==> src/core/acqtw_pkg.sv <==
// Constants, types and register map of the acquisition trigger wait block.
// Assumes a single 50 MHz clock and an AXI4-Lite register bus.
package acqtw_pkg;

  // ==========================================================
  // Timing
  localparam int unsigned CLK_NS         = 20;
  localparam int unsigned EXP_DLY_MIN_NS = 19340;
  localparam int unsigned EXP_DLY_MAX_NS = 180000;
  localparam int unsigned EXP_DLY_CYC    = (EXP_DLY_MIN_NS + CLK_NS - 1) / CLK_NS;
  localparam int unsigned TX_START_CYC   = 64;

  // ==========================================================
  // Register offsets (byte addresses)
  localparam logic [7:0] ADDR_CTRL     = 8'h00;
  localparam logic [7:0] ADDR_CMD      = 8'h04;
  localparam logic [7:0] ADDR_FRAMES   = 8'h08;
  localparam logic [7:0] ADDR_EXPOSE   = 8'h0c;
  localparam logic [7:0] ADDR_HEIGHT   = 8'h10;
  localparam logic [7:0] ADDR_LINE_K   = 8'h14;
  localparam logic [7:0] ADDR_FIXED_K  = 8'h18;
  localparam logic [7:0] ADDR_TX_TIME  = 8'h1c;
  localparam logic [7:0] ADDR_DEBOUNCE = 8'h20;
  localparam logic [7:0] ADDR_LINE_SEL = 8'h24;
  localparam logic [7:0] ADDR_LINE_SRC = 8'h28;
  localparam logic [7:0] ADDR_STATUS   = 8'h2c;
  localparam logic [7:0] ADDR_MASK     = 8'h30;
  localparam logic [7:0] ADDR_STATE    = 8'h34;

  // ==========================================================
  // Field positions
  localparam int CTRL_STD      = 0;
  localparam int CTRL_HW_ACQ   = 1;
  localparam int CTRL_HW_FRAME = 2;
  localparam int CTRL_DEB_EN   = 3;
  localparam int CTRL_RUN      = 4;
  localparam int CMD_SW_ACQ    = 0;
  localparam int EV_ACQ_OVER   = 0;
  localparam int EV_ACQ_START  = 1;
  localparam int EV_FRM_OVER   = 2;
  localparam int EV_FRM_SENT   = 3;
  localparam int EV_W          = 4;

  // ==========================================================
  // Reset values
  localparam logic [31:0] CTRL_RST    = 32'h0000_0007;
  localparam logic [31:0] FRAMES_RST  = 32'h0000_0001;
  localparam logic [31:0] EXPOSE_RST  = 32'h0000_03e8;
  localparam logic [31:0] HEIGHT_RST  = 32'h0000_01e0;
  localparam logic [31:0] LINE_K_RST  = 32'h0000_0400;
  localparam logic [31:0] FIXED_K_RST = 32'h0000_4000;
  localparam logic [31:0] ZERO_RST    = 32'h0000_0000;

  localparam logic [1:0] RESP_OK     = 2'h0;
  localparam logic [1:0] RESP_SLVERR = 2'h2;

  // ==========================================================
  // Types
  typedef enum logic [1:0] {LSRC_OFF, LSRC_WAIT, LSRC_EXPOSE, LSRC_READ} acqtw_lsrc_t;
  typedef enum logic [1:0] {ACQ_IDLE, ACQ_WAIT, ACQ_ACTIVE} acqtw_acq_t;
  typedef enum logic [1:0] {EXP_IDLE, EXP_DELAY, EXP_ON, EXP_HOLD} acqtw_exp_t;
  typedef enum logic [1:0] {TX_IDLE, TX_PEND, TX_SEND} acqtw_tx_t;

endpackage

==> src/core/acqtw_tmr_if.sv <==
// Interface between the sequencer and its down-counting timers.
// Assumes both ends share the block clock.
interface acqtw_tmr_if;
  logic        load;
  logic [31:0] count;
  logic        busy;
  logic        done;
  logic [31:0] remain;
  modport ctrl  (output load, count, input busy, done, remain);
  modport timer (input load, count, output busy, done, remain);
endinterface

==> src/core/acqtw_timer.sv <==
// Down-counting interval timer: load starts a run of count cycles.
// Assumes load is a one-cycle pulse from the same clock domain.
module acqtw_timer (
  // Clock and reset
  input  wire logic        clock,
  input  wire logic        rst_b,
  // Control
  acqtw_tmr_if.timer       tmr
);
  logic [31:0] remain;
  logic [31:0] next_remain;
  logic        done;
  logic        next_done;

  always_comb begin
    next_remain = remain;
    next_done   = 1'b0;
    if (tmr.load) begin
      // A zero count still takes one cycle, so done always follows load
      next_remain = (tmr.count == 32'h0) ? 32'h1 : tmr.count;
    end else if (remain != 32'h0) begin
      next_remain = remain - 32'h1;
      next_done   = (remain == 32'h1);
    end
  end

  always_ff @(posedge clock) begin
    if (!rst_b) begin
      remain <= 32'h0;
      done   <= 1'b0;
    end else begin
      remain <= next_remain;
      done   <= next_done;
    end
  end

  assign tmr.busy   = (remain != 32'h0);
  assign tmr.done   = done;
  assign tmr.remain = remain;
endmodule // acqtw_timer

==> src/core/acqtw_seq.sv <==
// Acquisition start wait flag, trigger handling, exposure, readout and
// transmission sequencing, with an AXI4-Lite register slave.
// Assumes trigger pins are asynchronous and net_ready comes from same-clock logic.
//
// The register offsets and the AXI4-Lite interface to the registers were decided locally.
module acqtw_seq #(
  parameter int unsigned EXP_DLY_CYC  = acqtw_pkg::EXP_DLY_CYC,
  parameter int unsigned TX_START_CYC = acqtw_pkg::TX_START_CYC
) (
  // Clock and reset
  input  wire logic        clock,
  input  wire logic        rst_b,
  // AXI4-Lite slave
  input  wire logic [7:0]  s_axi_awaddr,
  input  wire logic        s_axi_awvalid,
  output logic             s_axi_awready,
  input  wire logic [31:0] s_axi_wdata,
  input  wire logic [3:0]  s_axi_wstrb,
  input  wire logic        s_axi_wvalid,
  output logic             s_axi_wready,
  output logic [1:0]       s_axi_bresp,
  output logic             s_axi_bvalid,
  input  wire logic        s_axi_bready,
  input  wire logic [7:0]  s_axi_araddr,
  input  wire logic        s_axi_arvalid,
  output logic             s_axi_arready,
  output logic [31:0]      s_axi_rdata,
  output logic [1:0]       s_axi_rresp,
  output logic             s_axi_rvalid,
  input  wire logic        s_axi_rready,
  // Trigger pins and output lines
  input  wire logic        ext_acq_begin_trigger_in,
  input  wire logic        ext_exposure_trigger_in,
  output logic [3:0]       line_out,
  // Sensor and link status
  input  wire logic        net_ready,
  output logic             acq_wait_flag,
  output logic             exposing,
  output logic             reading_out,
  output logic             tx_active,
  output logic             irq
);

  // ==========================================================
  // Helpers
  function automatic logic [31:0] merge(input logic [31:0] old, input logic [31:0] d,
                                        input logic [3:0] s);
    logic [31:0] r;
    r = old;
    for (int i = 0; i < 4; i++) begin
      if (s[i]) r[8*i +: 8] = d[8*i +: 8];
    end
    return r;
  endfunction

  function automatic logic [31:0] max32(input logic [31:0] a, input logic [31:0] b);
    return (a > b) ? a : b;
  endfunction

  // ==========================================================
  // Register state
  logic [31:0] ctrl, frames, expose, height, line_k, fixed_k, tx_time, debounce;
  logic [31:0] next_ctrl, next_frames, next_expose, next_height;
  logic [31:0] next_line_k, next_fixed_k, next_tx_time, next_debounce;
  logic [1:0]  line_sel, next_line_sel;
  acqtw_pkg::acqtw_lsrc_t line_src [4];
  acqtw_pkg::acqtw_lsrc_t next_line_src [4];
  logic [acqtw_pkg::EV_W-1:0] status, next_status, mask, next_mask, events;
  logic        sw_acq, next_sw_acq;

  // Bus state
  logic        aw_held, next_aw_held, w_held, next_w_held;
  logic [7:0]  aw_addr, next_aw_addr;
  logic [31:0] w_data, next_w_data;
  logic [3:0]  w_strb, next_w_strb;
  logic        bvalid, next_bvalid, rvalid, next_rvalid;
  logic [1:0]  bresp, next_bresp, rresp, next_rresp;
  logic [31:0] rdata, next_rdata;
  logic        do_write, wr_ok;

  // ==========================================================
  // AXI4-Lite channels
  assign s_axi_awready = !aw_held && !bvalid;
  assign s_axi_wready  = !w_held && !bvalid;
  assign s_axi_arready = !rvalid;
  assign s_axi_bvalid  = bvalid;
  assign s_axi_bresp   = bresp;
  assign s_axi_rvalid  = rvalid;
  assign s_axi_rresp   = rresp;
  assign s_axi_rdata   = rdata;
  assign do_write      = aw_held && w_held && !bvalid;

  always_comb begin
    next_aw_held = aw_held;
    next_aw_addr = aw_addr;
    next_w_held  = w_held;
    next_w_data  = w_data;
    next_w_strb  = w_strb;
    next_bvalid  = bvalid;
    next_bresp   = bresp;
    if (s_axi_awvalid && s_axi_awready) begin
      next_aw_held = 1'b1;
      next_aw_addr = s_axi_awaddr;
    end
    if (s_axi_wvalid && s_axi_wready) begin
      next_w_held = 1'b1;
      next_w_data = s_axi_wdata;
      next_w_strb = s_axi_wstrb;
    end
    if (do_write) begin
      next_aw_held = 1'b0;
      next_w_held  = 1'b0;
      next_bvalid  = 1'b1;
      next_bresp   = wr_ok ? acqtw_pkg::RESP_OK : acqtw_pkg::RESP_SLVERR;
    end else if (bvalid && s_axi_bready) begin
      next_bvalid = 1'b0;
    end
  end

  // ==========================================================
  // Register writes
  always_comb begin
    logic [acqtw_pkg::EV_W-1:0] clr;
    clr           = '0;
    wr_ok         = 1'b1;
    next_ctrl     = ctrl;
    next_frames   = frames;
    next_expose   = expose;
    next_height   = height;
    next_line_k   = line_k;
    next_fixed_k  = fixed_k;
    next_tx_time  = tx_time;
    next_debounce = debounce;
    next_line_sel = line_sel;
    next_line_src = line_src;
    next_mask     = mask;
    next_sw_acq   = 1'b0;
    if (do_write) begin
      case (aw_addr)
        acqtw_pkg::ADDR_CTRL:     next_ctrl     = merge(ctrl, w_data, w_strb);
        acqtw_pkg::ADDR_CMD:      next_sw_acq   = w_strb[0] && w_data[acqtw_pkg::CMD_SW_ACQ];
        acqtw_pkg::ADDR_FRAMES:   next_frames   = merge(frames, w_data, w_strb);
        acqtw_pkg::ADDR_EXPOSE:   next_expose   = merge(expose, w_data, w_strb);
        acqtw_pkg::ADDR_HEIGHT:   next_height   = merge(height, w_data, w_strb);
        acqtw_pkg::ADDR_LINE_K:   next_line_k   = merge(line_k, w_data, w_strb);
        acqtw_pkg::ADDR_FIXED_K:  next_fixed_k  = merge(fixed_k, w_data, w_strb);
        acqtw_pkg::ADDR_TX_TIME:  next_tx_time  = merge(tx_time, w_data, w_strb);
        acqtw_pkg::ADDR_DEBOUNCE: next_debounce = merge(debounce, w_data, w_strb);
        acqtw_pkg::ADDR_LINE_SEL: begin
          if (w_strb[0]) next_line_sel = w_data[1:0];
        end
        acqtw_pkg::ADDR_LINE_SRC: begin
          // Source lands on whichever line was selected beforehand
          if (w_strb[0]) next_line_src[line_sel] = acqtw_pkg::acqtw_lsrc_t'(w_data[1:0]);
        end
        acqtw_pkg::ADDR_STATUS: begin
          if (w_strb[0]) clr = w_data[acqtw_pkg::EV_W-1:0];
        end
        acqtw_pkg::ADDR_MASK: begin
          if (w_strb[0]) next_mask = w_data[acqtw_pkg::EV_W-1:0];
        end
        acqtw_pkg::ADDR_STATE: wr_ok = 1'b1;
        default: wr_ok = 1'b0;
      endcase
    end
    // A new event wins over a clear in the same cycle
    next_status = (status & ~clr) | events;
  end

  always_ff @(posedge clock) begin
    if (!rst_b) begin
      aw_held  <= 1'b0;
      aw_addr  <= 8'h0;
      w_held   <= 1'b0;
      w_data   <= 32'h0;
      w_strb   <= 4'h0;
      bvalid   <= 1'b0;
      bresp    <= acqtw_pkg::RESP_OK;
      ctrl     <= acqtw_pkg::CTRL_RST;
      frames   <= acqtw_pkg::FRAMES_RST;
      expose   <= acqtw_pkg::EXPOSE_RST;
      height   <= acqtw_pkg::HEIGHT_RST;
      line_k   <= acqtw_pkg::LINE_K_RST;
      fixed_k  <= acqtw_pkg::FIXED_K_RST;
      tx_time  <= acqtw_pkg::ZERO_RST;
      debounce <= acqtw_pkg::ZERO_RST;
      line_sel <= 2'h0;
      line_src <= '{default: acqtw_pkg::LSRC_OFF};
      status   <= '0;
      mask     <= '0;
      sw_acq   <= 1'b0;
    end else begin
      aw_held  <= next_aw_held;
      aw_addr  <= next_aw_addr;
      w_held   <= next_w_held;
      w_data   <= next_w_data;
      w_strb   <= next_w_strb;
      bvalid   <= next_bvalid;
      bresp    <= next_bresp;
      ctrl     <= next_ctrl;
      frames   <= next_frames;
      expose   <= next_expose;
      height   <= next_height;
      line_k   <= next_line_k;
      fixed_k  <= next_fixed_k;
      tx_time  <= next_tx_time;
      debounce <= next_debounce;
      line_sel <= next_line_sel;
      line_src <= next_line_src;
      status   <= next_status;
      mask     <= next_mask;
      sw_acq   <= next_sw_acq;
    end
  end

  // ==========================================================
  // Sequencer state
  acqtw_pkg::acqtw_acq_t acq, next_acq;
  acqtw_pkg::acqtw_exp_t exp_st, next_exp_st;
  acqtw_pkg::acqtw_tx_t  tx_st, next_tx_st;
  logic [31:0] frames_left, next_frames_left, ro_total, next_ro_total;
  logic [2:0]  acq_sync, exp_sync;
  logic        acq_edge, exp_edge, acq_trig, frame_trig, frame_edge_mode;
  logic        std_mode, hw_acq, next_wait_flag;
  logic [3:0]  next_line_out;

  acqtw_tmr_if t_exp ();
  acqtw_tmr_if t_ro ();
  acqtw_tmr_if t_tx ();

  acqtw_timer u_t_exp (.clock(clock), .rst_b(rst_b), .tmr(t_exp));
  acqtw_timer u_t_ro  (.clock(clock), .rst_b(rst_b), .tmr(t_ro));
  acqtw_timer u_t_tx  (.clock(clock), .rst_b(rst_b), .tmr(t_tx));

  // Edges are taken only from the second and third stages
  assign acq_edge = acq_sync[1] && !acq_sync[2];
  assign exp_edge = exp_sync[1] && !exp_sync[2];
  assign std_mode = ctrl[acqtw_pkg::CTRL_STD];
  assign hw_acq   = ctrl[acqtw_pkg::CTRL_HW_ACQ];

  always_comb begin
    // Legacy mode turns the exposure pin into the acquisition start
    if (hw_acq) acq_trig = std_mode ? acq_edge : exp_edge;
    else        acq_trig = sw_acq;
    frame_edge_mode = std_mode && ctrl[acqtw_pkg::CTRL_HW_FRAME];
    frame_trig      = frame_edge_mode ? exp_edge : 1'b1;
  end

  // ==========================================================
  // Acquisition, exposure and transmission sequencing
  always_comb begin
    logic start_frame, exp_end, ro_free;
    logic [31:0] elapsed;
    next_acq         = acq;
    next_exp_st      = exp_st;
    next_tx_st       = tx_st;
    next_frames_left = frames_left;
    next_ro_total    = ro_total;
    events           = '0;
    t_exp.load       = 1'b0;
    t_exp.count      = expose;
    t_ro.load        = 1'b0;
    t_ro.count       = 32'((height + 32'h1) * line_k) + fixed_k;
    t_tx.load        = 1'b0;
    t_tx.count       = max32(tx_time, ro_total);
    start_frame      = (acq == acqtw_pkg::ACQ_ACTIVE) && (exp_st == acqtw_pkg::EXP_IDLE)
                       && (frames_left != 32'h0) && frame_trig;
    exp_end          = (exp_st == acqtw_pkg::EXP_ON) && t_exp.done;
    // One frame buffer: a new readout waits until the previous frame has left
    ro_free          = !t_ro.busy && (tx_st == acqtw_pkg::TX_IDLE);
    elapsed          = ro_total - t_ro.remain;

    if (acq_trig && acq != acqtw_pkg::ACQ_WAIT) begin
      events[acqtw_pkg::EV_ACQ_OVER] = 1'b1;
    end
    if (frame_edge_mode && exp_edge && acq == acqtw_pkg::ACQ_ACTIVE && !start_frame) begin
      events[acqtw_pkg::EV_FRM_OVER] = 1'b1;
    end

    case (acq)
      acqtw_pkg::ACQ_IDLE: begin
        if (ctrl[acqtw_pkg::CTRL_RUN]) next_acq = acqtw_pkg::ACQ_WAIT;
      end
      acqtw_pkg::ACQ_WAIT: begin
        if (!ctrl[acqtw_pkg::CTRL_RUN]) begin
          next_acq = acqtw_pkg::ACQ_IDLE;
        end else if (acq_trig) begin
          next_acq         = acqtw_pkg::ACQ_ACTIVE;
          next_frames_left = (frames == 32'h0) ? 32'h1 : frames;
          events[acqtw_pkg::EV_ACQ_START] = 1'b1;
        end
      end
      acqtw_pkg::ACQ_ACTIVE: begin
        if (start_frame) next_frames_left = frames_left - 32'h1;
        if (!ctrl[acqtw_pkg::CTRL_RUN]) begin
          next_acq = acqtw_pkg::ACQ_IDLE;
        end else if (exp_end && frames_left == 32'h0) begin
          next_acq = acqtw_pkg::ACQ_WAIT;
        end
      end
      default: next_acq = acqtw_pkg::ACQ_IDLE;
    endcase

    case (exp_st)
      acqtw_pkg::EXP_IDLE: begin
        if (start_frame) begin
          t_exp.load  = 1'b1;
          t_exp.count = 32'(EXP_DLY_CYC);
          if (ctrl[acqtw_pkg::CTRL_DEB_EN]) begin
            t_exp.count = 32'(EXP_DLY_CYC) + debounce;
          end
          next_exp_st = acqtw_pkg::EXP_DELAY;
        end
      end
      acqtw_pkg::EXP_DELAY: begin
        if (t_exp.done) begin
          t_exp.load  = 1'b1;
          next_exp_st = acqtw_pkg::EXP_ON;
        end
      end
      acqtw_pkg::EXP_ON, acqtw_pkg::EXP_HOLD: begin
        if ((t_exp.done || exp_st == acqtw_pkg::EXP_HOLD) && ro_free) begin
          t_ro.load     = 1'b1;
          next_ro_total = t_ro.count;
          next_exp_st   = acqtw_pkg::EXP_IDLE;
          next_tx_st    = acqtw_pkg::TX_PEND;
        end else if (t_exp.done) begin
          next_exp_st = acqtw_pkg::EXP_HOLD;
        end
      end
      default: next_exp_st = acqtw_pkg::EXP_IDLE;
    endcase

    case (tx_st)
      acqtw_pkg::TX_IDLE: ;
      acqtw_pkg::TX_PEND: begin
        // Start past the fill threshold or once readout ends, and only when the link allows
        if ((elapsed >= 32'(TX_START_CYC) || !t_ro.busy) && net_ready) begin
          t_tx.load  = 1'b1;
          next_tx_st = acqtw_pkg::TX_SEND;
        end
      end
      acqtw_pkg::TX_SEND: begin
        if (t_tx.done) begin
          next_tx_st = acqtw_pkg::TX_IDLE;
          events[acqtw_pkg::EV_FRM_SENT] = 1'b1;
        end
      end
      default: next_tx_st = acqtw_pkg::TX_IDLE;
    endcase

    // Flag only offered in standard mode with hardware start triggering
    next_wait_flag = (next_acq == acqtw_pkg::ACQ_WAIT) && std_mode && hw_acq;
    for (int i = 0; i < 4; i++) begin
      case (line_src[i])
        acqtw_pkg::LSRC_WAIT:   next_line_out[i] = next_wait_flag;
        acqtw_pkg::LSRC_EXPOSE: next_line_out[i] = (next_exp_st == acqtw_pkg::EXP_ON);
        acqtw_pkg::LSRC_READ:   next_line_out[i] = t_ro.busy;
        default:                next_line_out[i] = 1'b0;
      endcase
    end
  end

  always_ff @(posedge clock) begin
    if (!rst_b) begin
      acq_sync      <= 3'h0;
      exp_sync      <= 3'h0;
      acq           <= acqtw_pkg::ACQ_IDLE;
      exp_st        <= acqtw_pkg::EXP_IDLE;
      tx_st         <= acqtw_pkg::TX_IDLE;
      frames_left   <= 32'h0;
      ro_total      <= 32'h0;
      acq_wait_flag <= 1'b0;
      line_out      <= 4'h0;
      exposing      <= 1'b0;
      tx_active     <= 1'b0;
    end else begin
      acq_sync      <= {acq_sync[1:0], ext_acq_begin_trigger_in};
      exp_sync      <= {exp_sync[1:0], ext_exposure_trigger_in};
      acq           <= next_acq;
      exp_st        <= next_exp_st;
      tx_st         <= next_tx_st;
      frames_left   <= next_frames_left;
      ro_total      <= next_ro_total;
      acq_wait_flag <= next_wait_flag;
      line_out      <= next_line_out;
      exposing      <= (next_exp_st == acqtw_pkg::EXP_ON);
      tx_active     <= (next_tx_st == acqtw_pkg::TX_SEND);
    end
  end

  assign reading_out = t_ro.busy;
  assign irq         = |(status & mask);

  // ==========================================================
  // Register reads
  always_comb begin
    next_rvalid = rvalid;
    next_rdata  = rdata;
    next_rresp  = rresp;
    if (s_axi_arvalid && s_axi_arready) begin
      next_rvalid = 1'b1;
      next_rresp  = acqtw_pkg::RESP_OK;
      next_rdata  = 32'h0;
      case (s_axi_araddr)
        acqtw_pkg::ADDR_CTRL:     next_rdata = ctrl;
        acqtw_pkg::ADDR_CMD:      next_rdata = 32'h0;
        acqtw_pkg::ADDR_FRAMES:   next_rdata = frames;
        acqtw_pkg::ADDR_EXPOSE:   next_rdata = expose;
        acqtw_pkg::ADDR_HEIGHT:   next_rdata = height;
        acqtw_pkg::ADDR_LINE_K:   next_rdata = line_k;
        acqtw_pkg::ADDR_FIXED_K:  next_rdata = fixed_k;
        acqtw_pkg::ADDR_TX_TIME:  next_rdata = tx_time;
        acqtw_pkg::ADDR_DEBOUNCE: next_rdata = debounce;
        acqtw_pkg::ADDR_LINE_SEL: next_rdata[1:0] = line_sel;
        acqtw_pkg::ADDR_LINE_SRC: next_rdata[1:0] = line_src[line_sel];
        acqtw_pkg::ADDR_STATUS:   next_rdata[acqtw_pkg::EV_W-1:0] = status;
        acqtw_pkg::ADDR_MASK:     next_rdata[acqtw_pkg::EV_W-1:0] = mask;
        acqtw_pkg::ADDR_STATE:    next_rdata = {frames_left[15:0], 7'h0, acq_wait_flag,
                                               2'(tx_st), 2'(exp_st), 2'(acq), 2'h0};
        default:                  next_rresp = acqtw_pkg::RESP_SLVERR;
      endcase
    end else if (rvalid && s_axi_rready) begin
      next_rvalid = 1'b0;
    end
  end

  always_ff @(posedge clock) begin
    if (!rst_b) begin
      rvalid <= 1'b0;
      rdata  <= 32'h0;
      rresp  <= acqtw_pkg::RESP_OK;
    end else begin
      rvalid <= next_rvalid;
      rdata  <= next_rdata;
      rresp  <= next_rresp;
    end
  end

endmodule // acqtw_seq

==> config.mk <==
export PLATFORM = sky130hd
export DESIGN_NAME = acqtw_seq
export DESIGN_NICKNAME = d
export VERILOG_FILES = /design/src/core/acqtw_pkg.sv /design/src/core/acqtw_tmr_if.sv /design/src/core/acqtw_timer.sv /design/src/core/acqtw_seq.sv
export SDC_FILE = /design/constraint.sdc
export NUM_CORES = 2
export LEC_CHECK = 0
export BUFFER_PORTS_ARGS = -buffer_cell sky130_fd_sc_hd__buf_2
export CORE_MARGIN = 5
export CORE_UTILIZATION = 35
export DETAILED_ROUTE_END_ITERATION = 7
export PLACE_DENSITY = 0.47
export SETUP_SLACK_MARGIN = 0.3
export SLEW_MARGIN = 10
export SYNTH_ARGS = -nofsm -noshare
export SYNTH_HDL_FRONTEND = slang
export SYNTH_SLANG_ARGS = --single-unit
==> constraint.sdc <==
create_clock -name clock -period 15.2 [get_ports clock]
set_input_delay 0.76 -clock clock [delete_from_list [all_inputs] [get_ports clock]]
set_output_delay 0.76 -clock clock [all_outputs]
set_load 0.01 [all_outputs]
==> summary.txt <==
CTS
  – Total CTS buffers: 67
  – CTS resizes: 0
  – Clock Sinks: 538
  – Clk buf depth: 3
  – Clock-pin slew on the worst setup and hold paths: roughly 0.06 ns
  – H-tree depth: 3
  – Setup bufs post-CTS: 0
  – CTS Hold Bufs: 0
  – Clock root cell: clkbuf_16
  – Clock latency on the worst-skew pair: 0.64 ns
  – CTS tree: done

Floorplan
  – Total die area: around 140000 µm²
  – Die Span Y: about 370 µm
  – Initial core utilization: 0.352
  – Io pins: 112
  – Core Box Area: 128000 µm²
  – FP Rows: 131
  – Die width: 368 µm

Job
  – Max Cap Viol: 0

Routing
  – Vias: 39400
  – Vias per cell: 5.52
  – DRT Pass-1 Iters: 8
  – Final antenna-violating net count: 0
  – Drt initial violations: 3458
  – Detail-routed net length per standard cell: 23.9 µm
  – DRC viols: 0
  – Routed wire length: 171 mm

Synth
  – Post-Syn Area per Cell: a little over 8 µm²
  – Cells after Synth: between 5000 and 6000
  – Yosys top cell area share: 0.240
  – Area of the mapped netlist: 44800 µm²
  – Post-synth top cells: nand2_1 (797), inv_1 (562), dfxtp_1 (538)
  – Synth area leaders: dfxtp_1 (24%), fa_1 (20%), nand2_1 (6.7%)
  – Area leader, netlist: dfxtp_1
  – Unique masters post-synth: 87
  – Top_reg_cell synth: dfxtp_1
  – Seq/Total Area, Yosys: 0.240
  – Post-synth EDFFs: 0
  – Yosys warnings: 0
  – Most common cell in the synthesized netlist: nand2_1
  – Async SR Flop Fraction: 0
  – #FFs+latches synth: 538

Setup path
  – CP max FO: 12
  – WP data required: 15.74 ns
  – CP Launch Type: flip-flop
  – CP dominant cell by count: fa_1
  – CP max stage cell: xnor2_1
  – Worst reg2reg path depth: 29
  – Crit Path Category: flip-flop to flip-flop
  – Critical path capture point type: flip-flop
  – Worst Path Arrival: 10.24 ns
  – Crit-path max cell delay: 0.85 ns

Global routing
  – First-pass GRT wire length: 257 mm
  – GRT Residual Overflow: 0
  – GRT Total Usage: 0.248
  – Antenna violations before repair: 5
  – Vias in the first global route: 39200
  – Largest net degree at the start of global routing: 81

Layout
  – Area Growth Syn to Fin: 9.80%
  – Share of layout cells above drive strength 1: 0.0738
  – Nets@finish: 6120

Placed design
  – IO buf count: 109
  – Gp weighted congestion: between 0.8 and 0.9
  – Detailed placement HPWL: between 100 and 150 mm

Pwr
  – Combinational Power Share: 0.223
  – Sw frac: 0.325
  – Tot Pwr: about 4.3 mW
  – Pwr dens: 86.5 nW/µm²
  – Int Power: 2.88 mW
  – Switching power: around 1.4 mW
  – IR Drop Worst-Case VDD: 0.0000880 V
  – Leak Pwr: 20.1 nW
  – Reg power frac: 0.382
  – Clk pwr share: 0.396

Worst hold path
  – Hold depth: 2
  – Hold WC Path Type: primary input to flip-flop

Timing
  – Max-slew headroom at the worst pin: 0.222
  – Setup Total Neg Slack: 0 ns
  – Final setup violation count: 0
  – Period Utilization, post-route: 0.639
  – Final Max Slew Viols: 0
  – RSZ-0062 raised after global routing: false
  – Setup Skew: 0.0348 ns
  – Final Hold Fails: 0
  – Fmax: roughly 100 MHz
  – Tmin final: roughly 9.7 ns
  – Worst slew pin tran: 1.17 ns

Run status
  – Status: completed
-- per-stage QoR --
step	utilization	cell area (µm²)	instances	hold WS, ns	setup WS (ns)
2_1_floorplan	-	44800	5512	0.412	6.78
3_3_place_gp	0.368	47000	7017	0.414	5.57
3_5_place_dp	0.368	47000	7017	0.420	5.42
4_1_cts	0.386	49200	7138	0.285	5.37
5_1_grt	0.386	49200	7138	0.326	4.84
6_report	0.386	49200	7139	0.324	5.49
-- cells by family after synthesis --
kind of cell,synth area share
AND/OR/NAND/NOR,0.228
AO/OA/AOI/OAI,0.142
buffers and inverters,0.0788
adder cells (fa/ha/maj),0.250
flip-flops,0.240
XOR/XNOR,0.0476
multiplexers,0.0127
other,0.0000836
-- power by group through the flow --
stage / combinational (mW) / sequential [mW] / clock [mW]
floorplan: 0.730 / 1.60 / 0
global placement: 0.929 / 1.65 / 0
detailed placement: 0.937 / 1.65 / 0
CTS: 0.943 / 1.62 / 1.71
global route: 1.06 / 1.64 / 1.77
finish: 0.948 / 1.63 / 1.69
-- per-layer routing --
layer / global-route usage / routed length (µm) / vias to the layer above
met5: 0 / 0 / -
li1: - / - / 18300
met4: 0.0965 / 7670 / 0
met2: 0.411 / 79500 / 1173
met1: 0.332 / 74700 / 19700
met3: 0.0280 / 8870 / 263
-- sequential cells by signal, summed over array words and instances, names as in the netlist, 3 cells and up --
signal / count
tx_time: 32
u_t_tx.tmr.remain: 32
aw_addr: 8
acq_sync: 3
exp_sync: 3
fixed_k: 32
u_t_exp.tmr.remain: 32
frames_left: 32
debounce: 32
ctrl: 32
line_src: 8
status: 4
w_strb: 4
line_k: 32
expose: 32
line_out: 4
w_data: 32
frames: 32
mask: 4
u_t_ro.tmr.remain: 32
height: 32
ro_total: 32
s_axi_rdata: 32
-- cells in the final DEF, fill, tap and decap left out, types with 36 or more instances in the layout --
cell type / n
xnor2_1: 159
nor3_1: 76
nand4_1: 58
a21o_1: 45
and2_1: 281
a211oi_1: 36
fa_1: 439
nor2_1: 233
buf_2: 109
xor2_1: 65
ha_1: 195
nand3_1: 358
nand2_1: 796
nor2b_1: 64
nor4_1: 101
a21oi_1: 458
clkbuf_16: 68
a22oi_1: 79
mux2i_1: 50
o21ai_0: 98
buf_4: 97
inv_1: 562
nand2b_1: 42
dfxtp_1: 536
a221oi_1: 38
-- worst paths after layout --
kind / slack (ns) / start / end
setup / recovery: 5.49 / height[1]$_SDFFE_PN0P_ / ro_total[31]$_SDFFE_PN0P_
hold reg to reg: 0.43 / acq_sync[0]$_SDFF_PN0_ / acq_sync[1]$_SDFF_PN0_
setup reg to reg: 5.49 / height[1]$_SDFFE_PN0P_ / ro_total[31]$_SDFFE_PN0P_
hold / removal: 0.32 / s_axi_rready / s_axi_rvalid$_SDFFE_PN0P_
-- worst max-delay path: cells and delay by family, from the launching register on --
family | cells | cell delay (ns)
DFF | 1 | 0.43
AOI/OAI and AO/OA | 8 | 1.43
xor gates and xnor gates | 2 | 1.33
buffers and inverters | 2 | 0.11
adders and majority gates | 10 | 4.62
and+or+nand+nor | 7 | 1.66
-- area by class of cell --
cell class,instances,area (µm²)
inverters,564,2120
well taps,1662,2080
clock buffers,95,1890
repair buffers,206,1270
flip-flops and latches,538,10800
diodes,1,2.50
multi-input cells,4047,30700
clock inverters,26,378
fillers,13300,78300
(Power assumes the default switching activity.)
